## src/rtl/pulse_out_pkg.sv

```systemverilog
// constants and register map of the totalizer pulse output
package pulse_out_pkg;
    // ------------------------------------------------------------
    // register map (byte addresses)
    // ------------------------------------------------------------
    localparam logic [7:0] ADDR_CTRL    = 8'h00;
    localparam logic [7:0] ADDR_WEIGHT  = 8'h04;
    localparam logic [7:0] ADDR_STATUS  = 8'h08;
    localparam logic [7:0] ADDR_PENDING = 8'h0c;
    localparam logic [7:0] ADDR_CMD     = 8'h10;
    localparam logic [7:0] ADDR_FACTOR  = 8'h14;
    localparam logic [7:0] ADDR_TOT_VOL = 8'h18;
    localparam logic [7:0] ADDR_TOT_STD = 8'h1c;
    localparam logic [7:0] ADDR_TOT_MAS = 8'h20;

    // ------------------------------------------------------------
    // fields and reset values
    // ------------------------------------------------------------
    localparam int CTRL_SRC_LSB = 0;
    localparam int CTRL_LEN_LSB = 2;
    localparam int CTRL_EN_BIT  = 5;
    localparam int CMD_CLR_BIT  = 0;
    localparam int CMD_CONV_BIT = 1;
    localparam int FACTOR_FRAC  = 16;
    localparam logic [31:0] CTRL_RST   = 32'h0000_0000;
    localparam logic [31:0] WEIGHT_RST = 32'h0000_0001;
    localparam logic [31:0] FACTOR_RST = 32'h0001_0000;

    // ------------------------------------------------------------
    // timing
    // ------------------------------------------------------------
    localparam int CLK_HZ     = 100_000_000;
    localparam int MS_PER_S   = 1000;
    localparam int MS_CYCLES  = CLK_HZ / MS_PER_S;
    localparam int PEND_MAX   = 4096;
    localparam int PEND_W     = 13;
    localparam int LEN_W      = 9;

    typedef enum logic [1:0] {
        SRC_VOL = 2'b00,
        SRC_STD = 2'b01,
        SRC_MAS = 2'b10
    } src_t;

    // unused codes fall back to the shortest length
    function automatic logic [LEN_W-1:0] len_ms(input logic [2:0] code);
        case (code)
            3'd0:    len_ms = 9'd20;
            3'd1:    len_ms = 9'd40;
            3'd2:    len_ms = 9'd60;
            3'd3:    len_ms = 9'd100;
            3'd4:    len_ms = 9'd260;
            3'd5:    len_ms = 9'd500;
            default: len_ms = 9'd20;
        endcase
    endfunction : len_ms
endpackage : pulse_out_pkg

```

## src/rtl/totalizer_pulse_output.sv

```systemverilog
// totalizer pulse output with wishbone register access
//
// Implementation choices: the Wishbone slave port and the placing of the registers.
`timescale 1ns/100ps
module totalizer_pulse_output #(
    parameter int TOT_W     = 32,
    parameter int INC_W     = 16,
    parameter int MS_DIV    = pulse_out_pkg::MS_CYCLES,
    parameter int PEND_SIZE = pulse_out_pkg::PEND_MAX
) (
    input  wire logic             clk_i,
    input  wire logic             rst_i,
    // wishbone classic slave
    input  wire logic             cyc_i,
    input  wire logic             stb_i,
    input  wire logic             we_i,
    input  wire logic [7:0]       adr_i,
    input  wire logic [3:0]       sel_i,
    input  wire logic [31:0]      dat_i,
    output logic      [31:0]      dat_o,
    output logic                  ack_o,
    // flow increments from the measurement side
    input  wire logic             inc_valid_i,
    input  wire logic [INC_W-1:0] vol_inc_i,
    input  wire logic [INC_W-1:0] std_inc_i,
    input  wire logic [INC_W-1:0] mass_inc_i,
    // pulse line, high turns the output transistor on
    output logic                  pulse_o,
    output logic                  pulse_overflow_error_o
);
    import pulse_out_pkg::*;

    // ------------------------------------------------------------
    // helpers
    // ------------------------------------------------------------
    function automatic logic [31:0] merge_sel(input logic [31:0] old_v,
                                              input logic [31:0] new_v,
                                              input logic [3:0]  sel);
        logic [31:0] r;
        r = old_v;
        for (int b = 0; b < 4; b++) begin
            if (sel[b]) begin
                r[b*8 +: 8] = new_v[b*8 +: 8];
            end
        end
        return r;
    endfunction : merge_sel

    // ------------------------------------------------------------
    // bus slave
    // ------------------------------------------------------------
    logic        ack_ff;
    logic        nxt_ack;
    logic [31:0] rdata_ff;
    logic [31:0] nxt_rdata;
    logic        wr_en;
    logic        rd_en;

    logic [31:0] ctrl_ff;
    logic [31:0] nxt_ctrl;
    logic [31:0] weight_ff;
    logic [31:0] nxt_weight;
    logic [31:0] factor_ff;
    logic [31:0] nxt_factor;
    logic        clr_cmd;
    logic        conv_cmd;

    logic [TOT_W-1:0]  tot_ff [3];
    logic [TOT_W-1:0]  nxt_tot [3];
    logic [PEND_W-1:0] pend_ff;
    logic [PEND_W-1:0] nxt_pend;
    logic              err_ff;
    logic              nxt_err;
    logic              shaper_busy;

    // ack one cycle after the request, dropped the cycle after
    assign wr_en = cyc_i && stb_i && we_i && ack_ff;
    assign rd_en = cyc_i && stb_i && !we_i && !ack_ff;

    always_comb begin
        nxt_ack   = cyc_i && stb_i && !ack_ff;
        nxt_rdata = rdata_ff;
        if (rd_en) begin
            case (adr_i)
                ADDR_CTRL:    nxt_rdata = ctrl_ff;
                ADDR_WEIGHT:  nxt_rdata = weight_ff;
                ADDR_STATUS:  nxt_rdata = {30'h0000_0000, shaper_busy,
                                           err_ff};
                ADDR_PENDING: nxt_rdata = {{(32-PEND_W){1'b0}}, pend_ff};
                ADDR_FACTOR:  nxt_rdata = factor_ff;
                ADDR_TOT_VOL: nxt_rdata = 32'(tot_ff[SRC_VOL]);
                ADDR_TOT_STD: nxt_rdata = 32'(tot_ff[SRC_STD]);
                ADDR_TOT_MAS: nxt_rdata = 32'(tot_ff[SRC_MAS]);
                default:      nxt_rdata = 32'h0000_0000;
            endcase
        end
    end

    always_ff @(posedge clk_i) begin
        if (rst_i) begin
            ack_ff   <= 1'b0;
            rdata_ff <= 32'h0000_0000;
        end else begin
            ack_ff   <= nxt_ack;
            rdata_ff <= nxt_rdata;
        end
    end

    assign ack_o = ack_ff;
    assign dat_o = rdata_ff;

    // ------------------------------------------------------------
    // configuration registers
    // ------------------------------------------------------------
    assign clr_cmd  = wr_en && adr_i == ADDR_CMD && sel_i[0]
                      && dat_i[CMD_CLR_BIT];
    assign conv_cmd = wr_en && adr_i == ADDR_CMD && sel_i[0]
                      && dat_i[CMD_CONV_BIT];

    always_comb begin
        nxt_ctrl   = ctrl_ff;
        nxt_weight = weight_ff;
        nxt_factor = factor_ff;
        if (wr_en) begin
            case (adr_i)
                ADDR_CTRL:   nxt_ctrl   = merge_sel(ctrl_ff, dat_i, sel_i);
                ADDR_WEIGHT: nxt_weight = merge_sel(weight_ff, dat_i, sel_i);
                ADDR_FACTOR: nxt_factor = merge_sel(factor_ff, dat_i, sel_i);
                default:     nxt_ctrl   = ctrl_ff;
            endcase
        end
        nxt_ctrl[31:CTRL_EN_BIT+1] = '0;
        if (nxt_weight == 32'h0000_0000) begin
            nxt_weight = WEIGHT_RST;     // a zero weight would pulse forever
        end
    end

    always_ff @(posedge clk_i) begin
        if (rst_i) begin
            ctrl_ff   <= CTRL_RST;
            weight_ff <= WEIGHT_RST;
            factor_ff <= FACTOR_RST;
        end else begin
            ctrl_ff   <= nxt_ctrl;
            weight_ff <= nxt_weight;
            factor_ff <= nxt_factor;
        end
    end

    // ------------------------------------------------------------
    // totals and pulse weighting
    // ------------------------------------------------------------
    logic [1:0]       src;
    logic             out_en;
    logic [TOT_W-1:0] resid_ff;
    logic [TOT_W-1:0] nxt_resid;
    logic [TOT_W-1:0] sel_inc;
    logic [TOT_W-1:0] sel_prod;
    logic [TOT_W+31:0] prod;
    logic             req;

    assign src    = (ctrl_ff[CTRL_SRC_LSB +: 2] == 2'b11)
                    ? SRC_VOL : ctrl_ff[CTRL_SRC_LSB +: 2];
    assign out_en = ctrl_ff[CTRL_EN_BIT];
    assign prod   = tot_ff[src] * factor_ff;
    assign sel_prod = prod[FACTOR_FRAC +: TOT_W];

    always_comb begin
        case (src)
            SRC_STD: sel_inc = TOT_W'(std_inc_i);
            SRC_MAS: sel_inc = TOT_W'(mass_inc_i);
            default: sel_inc = TOT_W'(vol_inc_i);
        endcase
    end

    // the residue queues at most one pulse per clock, far faster than any
    // pulse can leave, so a burst of large increments can overflow the pending store
    always_comb begin
        nxt_tot[SRC_VOL] = tot_ff[SRC_VOL];
        nxt_tot[SRC_STD] = tot_ff[SRC_STD];
        nxt_tot[SRC_MAS] = tot_ff[SRC_MAS];
        nxt_resid        = resid_ff;
        req              = 1'b0;
        if (inc_valid_i) begin
            nxt_tot[SRC_VOL] = tot_ff[SRC_VOL] + TOT_W'(vol_inc_i);
            nxt_tot[SRC_STD] = tot_ff[SRC_STD] + TOT_W'(std_inc_i);
            nxt_tot[SRC_MAS] = tot_ff[SRC_MAS] + TOT_W'(mass_inc_i);
        end
        if (conv_cmd) begin
            nxt_tot[src] = sel_prod;
            nxt_resid    = '0;
        end else if (err_ff || !out_en) begin
            nxt_resid = '0;
        end else begin
            if (resid_ff >= TOT_W'(weight_ff)) begin
                req       = 1'b1;
                nxt_resid = resid_ff - TOT_W'(weight_ff);
            end
            if (inc_valid_i) begin
                nxt_resid = nxt_resid + sel_inc;
            end
        end
    end

    always_ff @(posedge clk_i) begin
        if (rst_i) begin
            tot_ff[SRC_VOL] <= '0;
            tot_ff[SRC_STD] <= '0;
            tot_ff[SRC_MAS] <= '0;
            resid_ff        <= '0;
        end else begin
            tot_ff[SRC_VOL] <= nxt_tot[SRC_VOL];
            tot_ff[SRC_STD] <= nxt_tot[SRC_STD];
            tot_ff[SRC_MAS] <= nxt_tot[SRC_MAS];
            resid_ff        <= nxt_resid;
        end
    end

    // ------------------------------------------------------------
    // pending store and overflow
    // ------------------------------------------------------------
    logic tick;
    logic take;
    logic ovf;

    assign take = (pend_ff != '0) && !shaper_busy && !err_ff
                  && out_en;
    assign ovf  = req && !take
                  && (pend_ff == PEND_W'(PEND_SIZE));

    always_comb begin
        nxt_pend = pend_ff;
        nxt_err  = err_ff;
        if (clr_cmd) begin
            nxt_err = 1'b0;
        end
        if (ovf) begin
            nxt_err  = 1'b1;
            nxt_pend = '0;
        end else if (err_ff || !out_en) begin
            nxt_pend = '0;
        end else begin
            case ({req, take})
                2'b10:   nxt_pend = pend_ff + 1'b1;
                2'b01:   nxt_pend = pend_ff - 1'b1;
                default: nxt_pend = pend_ff;
            endcase
        end
    end

    always_ff @(posedge clk_i) begin
        if (rst_i) begin
            pend_ff <= '0;
            err_ff  <= 1'b0;
        end else begin
            pend_ff <= nxt_pend;
            err_ff  <= nxt_err;
        end
    end

    assign pulse_overflow_error_o = err_ff;

    // ------------------------------------------------------------
    // pulse timing
    // ------------------------------------------------------------
    ms_tick #(
        .DIV    (MS_DIV)
    ) u_tick (
        .clk_i  (clk_i),
        .rst_i  (rst_i),
        .tick_o (tick)
    );

    pulse_shaper u_shape (
        .clk_i   (clk_i),
        .rst_i   (rst_i),
        .tick_i  (tick),
        .start_i (take),
        .abort_i (err_ff),
        .len_i   (len_ms(ctrl_ff[CTRL_LEN_LSB +: 3])),
        .busy_o  (shaper_busy),
        .pulse_o (pulse_o)
    );
endmodule : totalizer_pulse_output

```

## src/rtl/ms_tick.sv

```systemverilog
// divider that gives a one-cycle pulse every millisecond
`timescale 1ns/100ps
module ms_tick #(
    parameter int DIV = 100_000
) (
    input  wire logic clk_i,
    input  wire logic rst_i,
    output logic      tick_o
);
    localparam int CW = $clog2(DIV);
    logic [CW-1:0] cnt_ff;
    logic [CW-1:0] nxt_cnt;
    logic          tick_ff;
    logic          nxt_tick;

    always_comb begin
        nxt_tick = (cnt_ff == CW'(DIV - 1));
        nxt_cnt  = nxt_tick ? '0 : cnt_ff + 1'b1;
    end

    always_ff @(posedge clk_i) begin
        if (rst_i) begin
            cnt_ff  <= '0;
            tick_ff <= 1'b0;
        end else begin
            cnt_ff  <= nxt_cnt;
            tick_ff <= nxt_tick;
        end
    end

    assign tick_o = tick_ff;
endmodule : ms_tick

```

## src/rtl/pulse_shaper.sv

```systemverilog
// one pulse of a given length in ms followed by an equal idle gap
`timescale 1ns/100ps
module pulse_shaper
    import pulse_out_pkg::*;
(
    input  wire logic             clk_i,
    input  wire logic             rst_i,
    input  wire logic             tick_i,
    input  wire logic             start_i,
    input  wire logic             abort_i,
    input  wire logic [LEN_W-1:0] len_i,
    output logic                  busy_o,
    output logic                  pulse_o
);
    typedef enum logic [1:0] {
        SH_IDLE = 2'b00,
        SH_HIGH = 2'b01,
        SH_GAP  = 2'b10
    } shape_t;

    shape_t           st_ff;
    shape_t           nxt_st;
    logic [LEN_W-1:0] cnt_ff;
    logic [LEN_W-1:0] nxt_cnt;
    logic [LEN_W-1:0] len_ff;
    logic [LEN_W-1:0] nxt_len;
    logic             out_ff;
    logic             nxt_out;

    // the length is latched at start so a mid-pulse change cannot cut it;
    // counting whole ticks may stretch each phase by up to one ms
    always_comb begin
        nxt_st  = st_ff;
        nxt_cnt = cnt_ff;
        nxt_len = len_ff;
        case (st_ff)
            SH_IDLE: begin
                if (start_i && !abort_i) begin
                    nxt_st  = SH_HIGH;
                    nxt_cnt = '0;
                    nxt_len = len_i;
                end
            end
            SH_HIGH: begin
                if (tick_i) begin
                    nxt_cnt = cnt_ff + 1'b1;
                    if (cnt_ff == len_ff) begin
                        nxt_st  = SH_GAP;
                        nxt_cnt = '0;
                    end
                end
            end
            SH_GAP: begin
                if (tick_i) begin
                    nxt_cnt = cnt_ff + 1'b1;
                    if (cnt_ff == len_ff) begin
                        nxt_st = SH_IDLE;
                    end
                end
            end
            default: nxt_st = SH_IDLE;
        endcase
        if (abort_i && st_ff == SH_HIGH) begin
            nxt_st  = SH_GAP;
            nxt_cnt = '0;
        end
        nxt_out = (nxt_st == SH_HIGH);
    end

    always_ff @(posedge clk_i) begin
        if (rst_i) begin
            st_ff  <= SH_IDLE;
            cnt_ff <= '0;
            len_ff <= '0;
            out_ff <= 1'b0;
        end else begin
            st_ff  <= nxt_st;
            cnt_ff <= nxt_cnt;
            len_ff <= nxt_len;
            out_ff <= nxt_out;
        end
    end

    assign busy_o  = (st_ff != SH_IDLE);
    assign pulse_o = out_ff;
endmodule : pulse_shaper

```

## config.mk

```make
export PLATFORM = sky130hd
export DESIGN_NAME = totalizer_pulse_output
export DESIGN_NICKNAME = d
export VERILOG_FILES = /design/src/rtl/pulse_out_pkg.sv /design/src/rtl/totalizer_pulse_output.sv /design/src/rtl/ms_tick.sv /design/src/rtl/pulse_shaper.sv
export SDC_FILE = /design/constraint.sdc
export NUM_CORES = 2
export LEC_CHECK = 0
export ABC_AREA = 1
export BUFFER_PORTS_ARGS = -buffer_cell sky130_fd_sc_hd__buf_2
export CAP_MARGIN = 15
export CORE_MARGIN = 3
export CORE_UTILIZATION = 45
export CTS_BUF_LIST = sky130_fd_sc_hd__clkbuf_4 sky130_fd_sc_hd__clkbuf_8
export DETAILED_ROUTE_END_ITERATION = 6
export GPL_TIMING_DRIVEN = 0
export HOLD_SLACK_MARGIN = 0.12
export PLACE_DENSITY = 0.57
export SYNTH_ARGS = -nofsm -noshare
export SYNTH_HDL_FRONTEND = slang
export SYNTH_SLANG_ARGS = --single-unit
```

## constraint.sdc

```tcl
create_clock -name clk_i -period 10 [get_ports clk_i]
set_clock_uncertainty 0.1 [all_clocks]
set_input_delay 2.5 -clock clk_i [delete_from_list [all_inputs] [get_ports clk_i]]
set_output_delay 2.5 -clock clk_i [all_outputs]
set_load 0.01 [all_outputs]
```

==> impl_metrics.toml <==
[status]
outcome = "complete, no violations"

[sta]
rsz0062_at_grt = "no"
hold_violations = 0
whs_ps = 357
tightest_slew_ps = 1250
fin_ws_ps = 122
finalSetupViolCount = 0
slew_violations = 0
max_freq_ghz = 0.101
period_minus_slack_ps = 9880
max_slew_margin = 0.165
period_share = 0.988

[critical_path]
reg2reg_from = "factor_ff[8]"
cp-end-kind = "register"
cp.required_ps = 10440
cp_slowest_stage_delay_ps = 920
crit_slowest_cell = "clkinv_1"
start_kind = "register"
worstSetupStartpoint = "factor_ff[8]"
worstRegToRegCells = 30
critical_path_class = "reg2reg"
worst_r2r_endpoint = "tot_ff[2][31]"
r2r_slack_ps = 120
cp_common_cell = "fa_1"
endpoint = "tot_ff[2][31]"
cp_max_fo = 10
worstPathArrival_ps = 10320

[floorplan]
io_pins = 133
rows = 119
dieArea_um2 = 112000
start_util = 0.457
fp.dieW_um = 335
core-area_um2 = 106000
die_h_um = 335

[placed_design]
gp_congestion = 1.02
place_area_um2 = 51000
portBuffers = 131
hpwl_um = 186000
dp_slack_ps = -820

[drt]
route.met3.wl_um = 18500
routed_wl_um = 218000
wire_per_inst_um = 26.0
wl_met1_um = 87400
met2_length_um = 96500
top_layer = "met5"
vias = 46924
ant_nets = 0
drc = 0
firstDrtPassIters = 6
vias_per_cell = 5.62
drtIter0Drc = 4926

[power]
leakage_uw = 0.0257
powerDensity_nw_per_um2 = 61.3
ir_worst_vdd_mv = 0.0923
power_uw = 3220

[job]
max-cap-violations = 0

[global_routing]
antenna_found_initial = 6
grt_pass1_wl_um = 314000
grt_max_degree = 17
grt_overflow_total = 0
gr-usage-all-layers = 0.386
grt_pass1_vias = 46336

[synth]
synth_top_cell_by_area = "fa_1"
synth_fa_ha_area_frac = 0.399
syn_avg_cell_area_um2 = 7.21
ys_seq_area_frac = 0.116
ys_top_cells_by_area = "fa_1 (32%), dfxtp_1 (12%), inv_1 (11%)"
syn_nets = 7910
synth_top_family_by_area = "adder cells"
synth_compound_area_frac = 0.110
syn_inst = 6735
synth_simple_gate_area_share = 0.224
ys_async_sr_fraction = 0
synth_top_area_share = 0.323
synth_seq_cells = 282
synthMuxAreaShare = 0
ys_types = 60
synthXorXnorAreaFrac = 0.0182
ys_warn_count = 0
syn_area_um2 = 48600
synth_ff_type = "dfxtp_1"
synth-edff-count = 0

[clocking]
max-clock-path-buffers = 3
clk_pin_slew_ps = 70
clockRootBuffer = "clkbuf_8"
htreeDepth = 2
clk_latency_ps = 650
cts.sink_count = 282
cts_buffers = 48
holdBufCountCts = 0
cts_tree = "built"

[layout]
drive_gt1_frac = 0.0590
syn2layout_area_growth_pct = 8.05
nFillCells = 11009
final_nets = 8105
multi_input_area_um2 = 36600
finalInstanceArea_um2 = 52500
regArea_um2 = 5650

[worst_hold_path]
min_path_type = "reg2reg"
==> cells by family (layout without fill, tap and decap cells) <==
kind of cell,count (synthesis),in the layout
buffers and inverters,1701,1928
flip-flops,282,282
AO/OA/AOI/OAI,929,929
AND/OR/NAND/NOR,2645,2645
adder cells (fa/ha/maj),1077,1077
other,0,1
XOR/XNOR,101,101
==> where the power goes <==
part | switching (µW) | internal [µW] | leakage (µW)
Combinational | 575 | 221 | 0.0228
Sequential | 39.9 | 1150 | 0.00228
Clock | 550 | 684 | 0.000560
Total | 1160 | 2050 | 0.0257
==> cell type report <==
class,count,share of cell area
clock inverters,16,0.00408
clock buffers,66,0.0164
well taps,1391,0.0332
multi-input cells,4752,0.697
inverters,1440,0.104
flip-flops and latches,282,0.108
plain buffers,249,0.0208
diodes,1,0.0000477
repair buffers,157,0.0168
==> how the worst min path moves through the flow <==
| stage | depth (start not counted) | endpoint | start | slack, ps |
|---|---|---|---|---|
| after floorplan | 1 | u_tick.cnt_ff[0] | u_tick.cnt_ff[0] | 320 |
| after global placement | 1 | u_tick.cnt_ff[0] | u_tick.cnt_ff[0] | 330 |
| after detailed placement | 1 | u_tick.cnt_ff[0] | u_tick.cnt_ff[0] | 350 |
| after CTS | 1 | u_tick.cnt_ff[0] | u_tick.cnt_ff[0] | 360 |
| after global routing | 1 | u_tick.cnt_ff[0] | u_tick.cnt_ff[0] | 380 |
| final | 1 | u_tick.cnt_ff[0] | u_tick.cnt_ff[0] | 360 |
==> layout by cell type (no fill, tap or decap), drive strengths merged, types with 14 or more instances in the layout <==
| cell type | instances |
|---|---|
| o21ai | 295 |
| ha | 293 |
| nor3 | 60 |
| o22ai | 54 |
| nand2 | 1322 |
| o221ai | 18 |
| nor2 | 847 |
| fa | 784 |
| clkinv | 29 |
| buf | 197 |
| a21oi | 370 |
| nand3 | 278 |
| clkbuf | 275 |
| xor2 | 50 |
| nor4 | 26 |
| dfxtp | 282 |
| a221o | 15 |
| inv | 1409 |
| o31ai | 16 |
| xnor2 | 51 |
| o21bai | 23 |
| nand4 | 68 |
| o21a | 21 |
| o211ai | 66 |
| or2 | 14 |
==> Yosys cell counts (4+ instances only) <==
master / count
dfxtp_1: 282
a221oi_1: 6
a21boi_0: 7
a211oi_1: 6
clkinv_1: 22
o211ai_1: 66
o21a_1: 21
o21ai_1: 40
nand4_1: 67
nor4_1: 26
fa_1: 784
or2_2: 12
nand2_2: 15
o21ai_0: 254
nor3b_1: 10
ha_1: 293
o22ai_1: 54
nor3_1: 59
xnor2_1: 51
a21oi_2: 4
buf_6: 7
a31oi_1: 12
and3_1: 7
o21bai_1: 22
buf_2: 17
nor2_2: 13
o221ai_1: 18
xor2_1: 50
clkbuf_1: 220
inv_1: 1404
inv_2: 14
nand3_1: 275
a21oi_1: 365
nand2_1: 1306
o31ai_1: 16
a21o_1: 13
buf_1: 15
nand3b_1: 8
nor2_1: 831
a221o_1: 15
==> state kept, by name, indices dropped and copies added, names as in the netlist, 2 cells and up <==
signal          flops
ctrl_ff             6
dat_o              32
factor_ff          32
pend_ff            13
resid_ff           32
tot_ff             96
u_shape.cnt_ff      9
u_shape.len_ff      7
u_shape.st_ff       2
u_tick.cnt_ff      17
weight_ff          32
==> worst max-delay path, delay by kind of cell, from the launching register on <==
family                   cells  cell delay [ps]
AND/OR/NAND/NOR             11             1980
buffers and inverters       10             2740
flip-flops                   1              310
adder cells (fa/ha/maj)      9             4660
==> routing by layer <==
layer | vias to the layer above | track usage
met5 | - | 0
met4 | 4 | 0.214
met3 | 535 | 0.0627
met2 | 2270 | 0.615
met1 | 23029 | 0.503
li1 | 21086 | -
==> stage by stage <==
stage	utilization	instances	setup TNS, ps
after CTS	0.492	8342	0
after detailed placement	0.480	8258	-32430
after global routing	0.494	8354	0
final	0.494	8354	0
after floorplan	-	6735	0
after global placement	0.480	8257	-34320
==> what timing repair did <==
| item | CTS | global route |
|---|---|---|
| gates cloned | 0 | 0 |
| setup endpoints to repair | 85 | 77 |
| pin swaps | 0 | 1 |
| gates resized for setup | 48 | 72 |
| buffers inserted | 12 | 13 |
Note: power is estimated with default switching activity, not from simulation.
